## config.mk

```make
export PLATFORM = sky130hd
export DESIGN_NAME = sacs_top
export DESIGN_NICKNAME = d
export VERILOG_FILES = /design/src/sacs_pkg.sv /design/src/sacs_top.sv
export SDC_FILE = /design/constraint.sdc
export NUM_CORES = 1
export LEC_CHECK = 0
export CAP_MARGIN = 25
export CELL_PAD_IN_SITES_DETAIL_PLACEMENT = 0
export CELL_PAD_IN_SITES_GLOBAL_PLACEMENT = 2
export CORE_AREA = 2 2 120 122
export CTS_CLUSTER_SIZE = 10
export DETAILED_ROUTE_END_ITERATION = 10
export DIE_AREA = 0 0 122 124
export DONT_BUFFER_PORTS = 1
export PLACE_DENSITY_LB_ADDON = 0.1
export SLEW_MARGIN = 20
export SYNTH_ARGS = -nofsm -noshare
export SYNTH_HDL_FRONTEND = slang
export SYNTH_SLANG_ARGS = --single-unit
export TNS_END_PERCENT = 100
```

## constraint.sdc

```tcl
create_clock -name aclk -period 5.7 [get_ports aclk]
set_clock_uncertainty 0.1 [all_clocks]
set_input_delay 1.14 -clock aclk [delete_from_list [all_inputs] [get_ports aclk]]
set_output_delay 1.14 -clock aclk [all_outputs]
set_load 0.05 [all_outputs]
```

## src/sacs_pkg.sv

```systemverilog
// package of constants and carrier types for the conversion sequencer
// assumes a 25 MHz cpu clock and an axi4-lite register port
package sacs_pkg;
   // register byte offsets
   localparam logic [7:0] CTRL_OFF = 8'h00;
   localparam logic [7:0] SEL_OFF = 8'h04;
   localparam logic [7:0] RES_LO_OFF = 8'h08;
   localparam logic [7:0] RES_HI_OFF = 8'h0C;
   localparam logic [7:0] STAT_OFF = 8'h10;
   // control field positions
   localparam int ENABLE_BIT = 7;
   localparam int START_BIT = 6;
   localparam int AUTO_BIT = 5;
   localparam int DONE_BIT = 4;
   localparam int DONE_IE_BIT = 3;
   localparam int PRESC_LSB = 0;
   localparam int FREE_BIT = 8;
   localparam int DIFF_BIT = 9;
   // conversion timing in converter clocks (half cycles for sampling and the auto length)
   localparam logic [5:0] NORM_CYC = 6'h0D;
   localparam logic [5:0] FIRST_CYC = 6'h19;
   localparam logic [5:0] AUTO_CYC2 = 6'h1B;
   localparam logic [5:0] NORM_SH2 = 6'h03;
   localparam logic [5:0] FIRST_SH2 = 6'h1B;
   localparam logic [5:0] AUTO_SH2 = 6'h04;
   localparam int TRIG_SYNC = 3;
   localparam logic [6:0] PRESC_RST = 7'h00;
   localparam logic [1:0] RESP_OKAY = 2'h0;
   localparam logic [1:0] RESP_SLVERR = 2'h2;
   typedef struct packed {
      logic [1:0] ref_sel;
      logic [4:0] chan_sel;
   } sacs_sel_t;
   typedef enum logic [1:0] {
      ST_IDLE = 2'b00,
      ST_WAIT = 2'b01,
      ST_CONV = 2'b10
   } sacs_state_t;
endpackage

```

## src/sacs_top.sv

```systemverilog
// conversion sequencer: prescaler, start paths, timing, selection lock
// assumes analog side samples on sh_pulse and returns a result on done
`timescale 1ns/1ps
module sacs_top (
   input wire logic aclk,
   input wire logic aresetn,
   input wire logic [31:0] s_axi_awaddr,
   input wire logic s_axi_awvalid,
   output logic s_axi_awready,
   input wire logic [31:0] s_axi_wdata,
   input wire logic [3:0] s_axi_wstrb,
   input wire logic s_axi_wvalid,
   output logic s_axi_wready,
   output logic [1:0] s_axi_bresp,
   output logic s_axi_bvalid,
   input wire logic s_axi_bready,
   input wire logic [31:0] s_axi_araddr,
   input wire logic s_axi_arvalid,
   output logic s_axi_arready,
   output logic [31:0] s_axi_rdata,
   output logic [1:0] s_axi_rresp,
   output logic s_axi_rvalid,
   input wire logic s_axi_rready,
   input wire logic trig_in,
   input wire logic sleep_quiet,
   input wire logic [9:0] result_in,
   output logic sh_pulse,
   output logic conv_active,
   output logic done_irq_req,
   output sacs_pkg::sacs_sel_t sel_active
);
   ////////////////////////////////////////////////////////////////////////
   logic enable_q, start_q, auto_q, done_q, done_ie_q, free_q, diff_q;
   logic [2:0] presc_sel_q;
   sacs_pkg::sacs_sel_t sel_tmp_q;
   logic [9:0] result_q;
   logic block_q, first_q;
   logic [6:0] presc_q;
   logic [2:0] trig_sync_q;
   logic trig_prev_q;
   logic [5:0] half_q, len2_q, sh2_q;
   logic [2:0] sleep_sync_q;
   logic sleep_prev_q;
   sacs_pkg::sacs_state_t state_q;
   logic aw_hold_q, w_hold_q;
   logic [7:0] awaddr_q;
   logic [31:0] wdata_q;
   logic [3:0] wstrb_q;
   logic tick, half_tick, trig_edge, sleep_start, complete, sw_start;
   logic wr_go, wr_ctrl, wr_sel, rd_go;
   logic [7:0] raddr;
   ////////////////////////////////////////////////////////////////////////
   // axi4-lite write path: address and data accepted in either order
   assign wr_go = aw_hold_q && w_hold_q && !s_axi_bvalid;
   assign wr_ctrl = wr_go && awaddr_q == sacs_pkg::CTRL_OFF && wstrb_q[0];
   assign wr_sel = wr_go && awaddr_q == sacs_pkg::SEL_OFF && wstrb_q[0];
   always_ff @(posedge aclk) begin
      if (!aresetn) begin
         aw_hold_q <= 1'b0;
         w_hold_q <= 1'b0;
         awaddr_q <= 8'h00;
         wdata_q <= 32'h0;
         wstrb_q <= 4'h0;
         s_axi_awready <= 1'b0;
         s_axi_wready <= 1'b0;
         s_axi_bvalid <= 1'b0;
         s_axi_bresp <= sacs_pkg::RESP_OKAY;
      end else begin
         s_axi_awready <= !aw_hold_q && !s_axi_awready;
         s_axi_wready <= !w_hold_q && !s_axi_wready;
         if (s_axi_awvalid && s_axi_awready) begin
            aw_hold_q <= 1'b1;
            awaddr_q <= s_axi_awaddr[7:0];
         end
         if (s_axi_wvalid && s_axi_wready) begin
            w_hold_q <= 1'b1;
            wdata_q <= s_axi_wdata;
            wstrb_q <= s_axi_wstrb;
         end
         if (wr_go) begin
            s_axi_bvalid <= 1'b1;
            s_axi_bresp <= (awaddr_q <= sacs_pkg::STAT_OFF &&
               awaddr_q[1:0] == 2'b00) ? sacs_pkg::RESP_OKAY :
               sacs_pkg::RESP_SLVERR;
         end
         if (s_axi_bvalid && s_axi_bready) begin
            s_axi_bvalid <= 1'b0;
            aw_hold_q <= 1'b0;
            w_hold_q <= 1'b0;
         end
      end
   end
   ////////////////////////////////////////////////////////////////////////
   // axi4-lite read path; reading the result bytes drives the update lock
   assign raddr = s_axi_araddr[7:0];
   assign rd_go = s_axi_arvalid && s_axi_arready;
   always_ff @(posedge aclk) begin
      if (!aresetn) begin
         s_axi_arready <= 1'b0;
         s_axi_rvalid <= 1'b0;
         s_axi_rdata <= 32'h0;
         s_axi_rresp <= sacs_pkg::RESP_OKAY;
      end else begin
         s_axi_arready <= !s_axi_rvalid && !s_axi_arready;
         if (rd_go) begin
            s_axi_rvalid <= 1'b1;
            s_axi_rresp <= sacs_pkg::RESP_OKAY;
            unique case (raddr)
               sacs_pkg::CTRL_OFF: s_axi_rdata <= {22'h0, diff_q, free_q,
                  enable_q, start_q, auto_q, done_q, done_ie_q,
                  presc_sel_q};
               sacs_pkg::SEL_OFF: s_axi_rdata <= {25'h0, sel_tmp_q};
               sacs_pkg::RES_LO_OFF: s_axi_rdata <= {24'h0, result_q[7:0]};
               sacs_pkg::RES_HI_OFF: s_axi_rdata <= {30'h0, result_q[9:8]};
               sacs_pkg::STAT_OFF: s_axi_rdata <= {23'h0, sel_active,
                  conv_active, block_q};
               default: begin
                  s_axi_rdata <= 32'h0;
                  s_axi_rresp <= sacs_pkg::RESP_SLVERR;
               end
            endcase
         end else if (s_axi_rready) begin
            s_axi_rvalid <= 1'b0;
         end
      end
   end
   ////////////////////////////////////////////////////////////////////////
   // prescaler: free counter, taps give 2^n division for n of 1 to 7, selection 0 also divides by 2
   // a trigger restarts the count so trigger-to-sample delay is fixed
   always_ff @(posedge aclk) begin
      if (!aresetn || !enable_q || trig_edge) begin
         presc_q <= sacs_pkg::PRESC_RST;
      end else begin
         presc_q <= presc_q + 7'h01;
      end
   end
   always_comb begin
      // half_tick marks each converter clock edge; tick only rising edge
      unique case (presc_sel_q)
         3'h0, 3'h1: half_tick = 1'b1;
         default: half_tick = (presc_q &
            ((7'h01 << (presc_sel_q - 3'h1)) - 7'h01)) ==
            ((7'h01 << (presc_sel_q - 3'h1)) - 7'h01);
      endcase
   end
   // rising converter edge: the divided clock bit is set on this count
   assign tick = half_tick && (presc_sel_q < 3'h2 ? presc_q[0] :
      presc_q[presc_sel_q - 3'h1]);
   ////////////////////////////////////////////////////////////////////////
   // trigger and sleep inputs come from outside: three stage synchroniser
   always_ff @(posedge aclk) begin
      if (!aresetn) begin
         trig_sync_q <= 3'h0;
         trig_prev_q <= 1'b0;
         sleep_sync_q <= 3'h0;
         sleep_prev_q <= 1'b0;
      end else begin
         trig_sync_q <= {trig_sync_q[1:0], trig_in};
         if (trig_sync_q[2] == trig_sync_q[1]) begin
            trig_prev_q <= trig_sync_q[2];
         end
         // sleep edge also waits for the second and third flops to agree
         sleep_sync_q <= {sleep_sync_q[1:0], sleep_quiet};
         if (sleep_sync_q[2] == sleep_sync_q[1]) begin
            sleep_prev_q <= sleep_sync_q[2];
         end
      end
   end
   // later edges during a conversion are dropped
   assign trig_edge = enable_q && auto_q && !free_q &&
      state_q == sacs_pkg::ST_IDLE && trig_sync_q[2] && trig_sync_q[1] &&
      !trig_prev_q;
   assign sleep_start = enable_q && !start_q && !auto_q && done_ie_q &&
      sleep_sync_q[2] && sleep_sync_q[1] && !sleep_prev_q &&
      state_q == sacs_pkg::ST_IDLE;
   // start is honoured only with enable in the same word, never when off
   assign sw_start = wr_ctrl && wdata_q[sacs_pkg::START_BIT] &&
      wdata_q[sacs_pkg::ENABLE_BIT];
   assign complete = state_q == sacs_pkg::ST_CONV && half_tick &&
      half_q == len2_q - 6'h01;
   ////////////////////////////////////////////////////////////////////////
   // control register and start bit
   always_ff @(posedge aclk) begin
      if (!aresetn) begin
         enable_q <= 1'b0;
         auto_q <= 1'b0;
         done_ie_q <= 1'b0;
         free_q <= 1'b0;
         diff_q <= 1'b0;
         presc_sel_q <= 3'h0;
         sel_tmp_q <= '0;
         start_q <= 1'b0;
         done_q <= 1'b0;
      end else begin
         if (wr_ctrl) begin
            enable_q <= wdata_q[sacs_pkg::ENABLE_BIT];
            auto_q <= wdata_q[sacs_pkg::AUTO_BIT];
            done_ie_q <= wdata_q[sacs_pkg::DONE_IE_BIT];
            presc_sel_q <= wdata_q[sacs_pkg::PRESC_LSB +: 3];
            free_q <= wdata_q[sacs_pkg::FREE_BIT];
            diff_q <= wdata_q[sacs_pkg::DIFF_BIT];
         end
         if (wr_sel) begin
            sel_tmp_q <= wdata_q[6:0];
         end
         // start bit: set by any start path, cleared on single completion
         if (sw_start || trig_edge || sleep_start) begin
            start_q <= 1'b1;
         end else if (complete && !(free_q && auto_q)) begin
            start_q <= 1'b0;
         end else if (wr_ctrl && !wdata_q[sacs_pkg::ENABLE_BIT]) begin
            start_q <= 1'b0;
         end
         // done flag: set wins over a write-one clear
         if (complete) begin
            done_q <= 1'b1;
         end else if (wr_ctrl && wdata_q[sacs_pkg::DONE_BIT]) begin
            done_q <= 1'b0;
         end
      end
   end
   ////////////////////////////////////////////////////////////////////////
   // sequencer: counts converter half clocks
   always_ff @(posedge aclk) begin
      if (!aresetn || !enable_q) begin
         state_q <= sacs_pkg::ST_IDLE;
         half_q <= 6'h00;
         len2_q <= 6'h00;
         sh2_q <= 6'h00;
         first_q <= 1'b1;
         sh_pulse <= 1'b0;
         conv_active <= 1'b0;
      end else begin
         sh_pulse <= 1'b0;
         unique case (state_q)
            sacs_pkg::ST_IDLE: begin
               if (trig_edge) begin
                  state_q <= sacs_pkg::ST_CONV;
                  half_q <= 6'h00;
                  conv_active <= 1'b1;
                  len2_q <= (first_q || diff_q) ? sacs_pkg::FIRST_CYC << 1
                     : sacs_pkg::AUTO_CYC2;
                  sh2_q <= (first_q || diff_q) ? sacs_pkg::FIRST_SH2
                     : sacs_pkg::AUTO_SH2;
               end else if (start_q) begin
                  state_q <= sacs_pkg::ST_WAIT;
               end
            end
            sacs_pkg::ST_WAIT: begin
               if (tick) begin
                  state_q <= sacs_pkg::ST_CONV;
                  half_q <= 6'h00;
                  conv_active <= 1'b1;
                  len2_q <= first_q ? sacs_pkg::FIRST_CYC << 1
                     : sacs_pkg::NORM_CYC << 1;
                  sh2_q <= first_q ? sacs_pkg::FIRST_SH2 : sacs_pkg::NORM_SH2;
               end
            end
            sacs_pkg::ST_CONV: begin
               if (half_tick) begin
                  half_q <= half_q + 6'h01;
                  if (half_q == sh2_q - 6'h01) begin
                     sh_pulse <= 1'b1;
                  end
                  if (complete) begin
                     first_q <= 1'b0;
                     half_q <= 6'h00;
                     // free running: next conversion begins at once
                     if (free_q && auto_q) begin
                        len2_q <= sacs_pkg::NORM_CYC << 1;
                        sh2_q <= sacs_pkg::NORM_SH2;
                     end else begin
                        state_q <= sacs_pkg::ST_IDLE;
                        conv_active <= 1'b0;
                     end
                  end
               end
            end
            default: state_q <= sacs_pkg::ST_IDLE;
         endcase
      end
   end
   ////////////////////////////////////////////////////////////////////////
   // selection lock: follows temporary register when idle or in last cycle
   // len2_q - 2 marks the last two half clocks, the final converter cycle
   always_ff @(posedge aclk) begin
      if (!aresetn) begin
         sel_active <= '0;
      end else if (state_q != sacs_pkg::ST_CONV ||
                   half_q >= len2_q - 6'h02) begin
         sel_active <= sel_tmp_q;
      end
   end
   ////////////////////////////////////////////////////////////////////////
   // result store with read-order lock; irq request level
   // a result finishing between the two byte reads is lost by design
   always_ff @(posedge aclk) begin
      if (!aresetn) begin
         result_q <= 10'h000;
         block_q <= 1'b0;
         done_irq_req <= 1'b0;
      end else begin
         if (complete && !block_q) begin
            result_q <= result_in;
         end
         if (rd_go && raddr == sacs_pkg::RES_LO_OFF) begin
            block_q <= 1'b1;
         end else if (rd_go && raddr == sacs_pkg::RES_HI_OFF) begin
            block_q <= 1'b0;
         end
         done_irq_req <= done_q && done_ie_q;
      end
   end
endmodule // sacs_top

```

==> metrics.txt <==
# TYPE chip_impl_metric gauge
chip_impl_info{name="outcome",value="finished, final reports clean"} 1
chip_impl_metric{name="synth-simple-area-share",unit="%"} 21.9
chip_impl_metric{name="first_global_vias",unit=""} 3918
chip_impl_metric{name="fraction_of_the_mapped_netlist_area_in_compound_gates",unit="%"} 17.4
chip_impl_metric{name="setup_total_negative_slack",unit="ns"} 0
chip_impl_info{name="rsz0062_at_grt",value="false"} 1
chip_impl_metric{name="synth_warnings",unit=""} 0
chip_impl_info{name="min_path_type",value="flip-flop to flip-flop"} 1
chip_impl_metric{name="critical_path.n_buffers_inverters",unit=""} 1
chip_impl_metric{name="post-place-cells",unit=""} 759
chip_impl_metric{name="setup_violations",unit=""} 0
chip_impl_metric{name="dieWidth",unit="um"} 122
chip_impl_metric{name="route.detailed.drc",unit=""} 0
chip_impl_metric{name="routed_wire_length_per_instance",unit="um"} 16.4
chip_impl_metric{name="layoutNonFillerInstCount",unit=""} 776
chip_impl_metric{name="power_leakage",unit="nW"} 2.12
chip_impl_metric{name="detail-route-antenna-nets",unit=""} 0
chip_impl_metric{name="hpwl",unit="um"} 9200
chip_impl_metric{name="grt_usage",unit="%"} 17.6
chip_impl_metric{name="cp_data_arrival_time",unit="ns"} 3.96
chip_impl_metric{name="synthToLayoutAreaGrowth",unit="%"} 6.46
chip_impl_info{name="crit_path_start_kind",value="flip-flop"} 1
chip_impl_metric{name="floorplan.die.height",unit="um"} 124
chip_impl_info{name="setup.worst_path.class",value="flip-flop to flip-flop"} 1
chip_impl_metric{name="maxSlewHeadroom",unit="%"} 33.8
chip_impl_metric{name="timing_max_transition_violations_final",unit=""} 0
chip_impl_metric{name="fin_nets",unit=""} 738
chip_impl_metric{name="cts_sinks",unit=""} 105
chip_impl_metric{name="routed_wl",unit="um"} 12700
chip_impl_metric{name="cp_max_fo",unit=""} 8
chip_impl_metric{name="final.period_utilization",unit="%"} 67.4
chip_impl_metric{name="wire_length_of_the_first_global_routing_pass",unit="um"} 20800
chip_impl_metric{name="first_iter_violations",unit=""} 217
chip_impl_metric{name="timing.critical_path.slowest_cell_delay",unit="ns"} 0.57
chip_impl_metric{name="routabilityCongestion",unit=""} 0.827
chip_impl_metric{name="synth_enable_flop_cells",unit=""} 0
chip_impl_metric{name="finalHoldViolations",unit=""} 0
chip_impl_metric{name="max_freq",unit="GHz"} 0.260
chip_impl_metric{name="cts_hold_repair.buffers",unit=""} 0
chip_impl_metric{name="pin_count",unit=""} 170
chip_impl_metric{name="cts_made_buffers",unit=""} 9
chip_impl_metric{name="max_cap_violations",unit=""} 0
chip_impl_info{name="most-common-layout-cells",value="sky130_fd_sc_hd__dfxtp_1, sky130_fd_sc_hd__nand2_1, sky130_fd_sc_hd__nor2b_1"} 1
chip_impl_metric{name="syn_avg_cell_area",unit="um2"} 9.00
chip_impl_metric{name="clkTransAtPathRegs",unit="ns"} 0.07
chip_impl_metric{name="clk_buf_depth",unit=""} 2
chip_impl_info{name="layout.cells.most_common",value="sky130_fd_sc_hd__dfxtp_1"} 1
chip_impl_metric{name="fraction_of_registers_with_async_set_or_reset_after_synthesis",unit="%"} 0
chip_impl_info{name="timing.critical_path.cells",value="inv_1 -> ha_1 -> xnor2_1 -> nand2_1 -> ha_1 -> or3b_1 -> or3_1 -> a31oi_1 -> nor2_1 -> a211oi_2 -> o32a_1 -> a211oi_1 -> a211oi_1"} 1
chip_impl_metric{name="finalCriticalPeriod",unit="ns"} 3.84
chip_impl_metric{name="synth.ff_latch_count",unit=""} 105
chip_impl_metric{name="synth-xor-area-share",unit="%"} 3.54
chip_impl_metric{name="firstDrtPassIters",unit=""} 4
chip_impl_metric{name="clock_tree.htree_level_count",unit=""} 3
chip_impl_metric{name="power_density",unit="mW/mm2"} 252
chip_impl_info{name="largest_family_of_logic_cells_by_synthesized_area",value="simple AND/OR/NAND/NOR gates"} 1
chip_impl_metric{name="dieArea",unit="mm2"} 0.0151
chip_impl_metric{name="cts_repair_resize_count",unit=""} 0
chip_impl_metric{name="grt_overflow_total",unit=""} 0
chip_impl_info{name="worst_setup_path_end_kind",value="flip-flop"} 1
chip_impl_metric{name="postCtsSetupRepairBufs",unit=""} 0
chip_impl_metric{name="post_route_cells_drive_above_1_share",unit="%"} 5.87
chip_impl_metric{name="std_cell_rows",unit=""} 43
chip_impl_metric{name="grt_max_degree",unit=""} 94
chip_impl_info{name="ctsRootBufferMaster",value="sky130_fd_sc_hd__clkbuf_16"} 1
chip_impl_metric{name="port_buffers",unit=""} 0
chip_impl_metric{name="yosysUniqueCellTypes",unit=""} 65
chip_impl_metric{name="via_count",unit=""} 4065
chip_impl_metric{name="synth.yosys.seq_area_share",unit="%"} 38.6
chip_impl_metric{name="worstMarginPinSlew",unit="ns"} 0.983
chip_impl_info{name="critical-path-top-delay-family",value="compound AO/OA/AOI/OAI gates"} 1
chip_impl_metric{name="syn_inst",unit=""} 605
chip_impl_metric{name="synth-adder-area-share",unit="%"} 6.44
chip_impl_metric{name="core_area",unit="mm2"} 0.0137
chip_impl_metric{name="mappedNetlistArea",unit="mm2"} 0.00544
chip_impl_metric{name="worstSkewPairLatency",unit="ns"} 0.35
chip_impl_info{name="worst_path_max_delay_cell",value="sky130_fd_sc_hd__dfxtp_1"} 1
chip_impl_metric{name="pre_cts_ws",unit="ns"} 1.75
chip_impl_metric{name="peakVddDrop",unit="uV"} 147
chip_impl_info{name="tritoncts_clock_tree",value="yes"} 1
chip_impl_metric{name="routed_via_density",unit=""} 5.24
chip_impl_metric{name="antenna_found_initial",unit=""} 0
chip_impl_info{name="postSynth.topFlopCell",value="sky130_fd_sc_hd__dfxtp_1"} 1
chip_impl_metric{name="cp.required",unit="ns"} 5.82
chip_impl_metric{name="slack_of_the_critical_path",unit="ns"} 1.86
chip_impl_metric{name="muxShareOfSynthArea",unit="%"} 5.63
chip_impl_metric{name="num_antenna_cells",unit=""} 0
chip_impl_metric{name="start_util",unit="%"} 39.7
## state kept, by name (all words and copies together) (netlist names), 6 cells and up
signal       flops
half_q           6
sel_tmp_q        7
awaddr_q         8
wdata_q         10
s_axi_rdata     10
sel_active       7
result_q        10
presc_q          7
## worst register-to-register path, delay by kind of cell (launching register included)
| kind | cells | cell delay [ns] |
|---|---|---|
| compound gates | 5 | 1.13 |
| simple gates | 4 | 0.74 |
| flops | 1 | 0.57 |
| fa+ha+maj | 2 | 0.54 |
| xor+xnor | 1 | 0.50 |
| buf+inv | 1 | 0.15 |
## report_power, final
part	internal [mW]	leakage, nW	switching [mW]
clock network	0.320	0.149	0.301
logic	0.0165	1.12	0.0499
registers	0.746	0.850	0.0267
## per-layer routing
metal,wire length [um],vias to the layer above,track usage [%]
li1,-,2060,-
met1,6010,1926,22.8
met2,5970,71,28.9
met3,560,8,5.13
met4,168,0,4.17
met5,0,-,0
## synthesized netlist by cell type, drive strengths merged, types with 2 or more instances
cell type | number | share of area, %
a22oi | 7 | 0.97
xnor2 | 15 | 2.4
nor2b | 30 | 3.4
a31oi | 3 | 0.34
o31ai | 2 | 0.28
o21a | 2 | 0.28
mux2i | 25 | 4.6
ha | 28 | 6.4
mux2 | 3 | 0.62
or4 | 2 | 0.28
o21ai | 26 | 2.4
nand2 | 71 | 4.9
a211oi | 7 | 1.1
a221oi | 8 | 1.6
clkbuf | 25 | 1.7
nand4b | 5 | 0.80
inv | 17 | 1.2
dfxtp | 105 | 39
a22o | 3 | 0.48
buf | 26 | 3.5
a21o | 7 | 0.97
nor3 | 8 | 0.74
a21oi | 15 | 1.7
nand4 | 3 | 0.34
nand3 | 27 | 2.5
nand2b | 8 | 0.92
o311ai | 2 | 0.64
nor2 | 24 | 1.7
a222oi | 2 | 0.37
nor3b | 6 | 0.83
o211a | 3 | 0.55
a31o | 2 | 0.32
nor4 | 4 | 0.57
and3 | 7 | 0.80
a21boi | 28 | 3.9
nand3b | 5 | 0.69
xor2 | 7 | 1.1
or3 | 5 | 0.57
and2 | 17 | 2.0
## final timing paths
kind | cells after the start | startpoint | to | slack, ns
hold / removal | 1 | sleep_sync_q[0] | sleep_sync_q[1] | 0.34
setup / recovery | 13 | presc_sel_q[0] | len2_q[3] | 1.86
setup reg to reg | 13 | presc_sel_q[0] | len2_q[3] | 1.86
hold reg to reg | 1 | sleep_sync_q[0] | sleep_sync_q[1] | 0.34
## layout make-up
type	instances	area, um2
flip-flops and latches	105	2100
multi-input cells	455	3090
well taps	180	225
inverters	17	63.8
fillers	1403	7920
repair buffers	3	22.5
clock buffers	10	239
clock inverters	6	56.3
## cells by family after synthesis
| logic type | count (synthesis) |
|---|---|
| flip-flops | 105 |
| AO/OA/AOI/OAI | 125 |
| buffers and inverters | 68 |
| XOR/XNOR | 22 |
| other | 1 |
| AND/OR/NAND/NOR | 227 |
| adder cells (fa/ha/maj) | 28 |
| multiplexers | 29 |
## per-stage QoR
step                      instance area (um2)  hold slack [ns]  power, mW  util [%]
after floorplan                          5530            0.312      0.868         -
after global placement                   5490            0.331      0.856      40.0
after detailed placement                 5490            0.334      0.857      40.0
after CTS                                5790            0.349       1.48      42.2
after global routing                     5800            0.365       1.52      42.2
final                                    5800            0.345       1.46      42.2
Power figures use the tool's default switching activity.
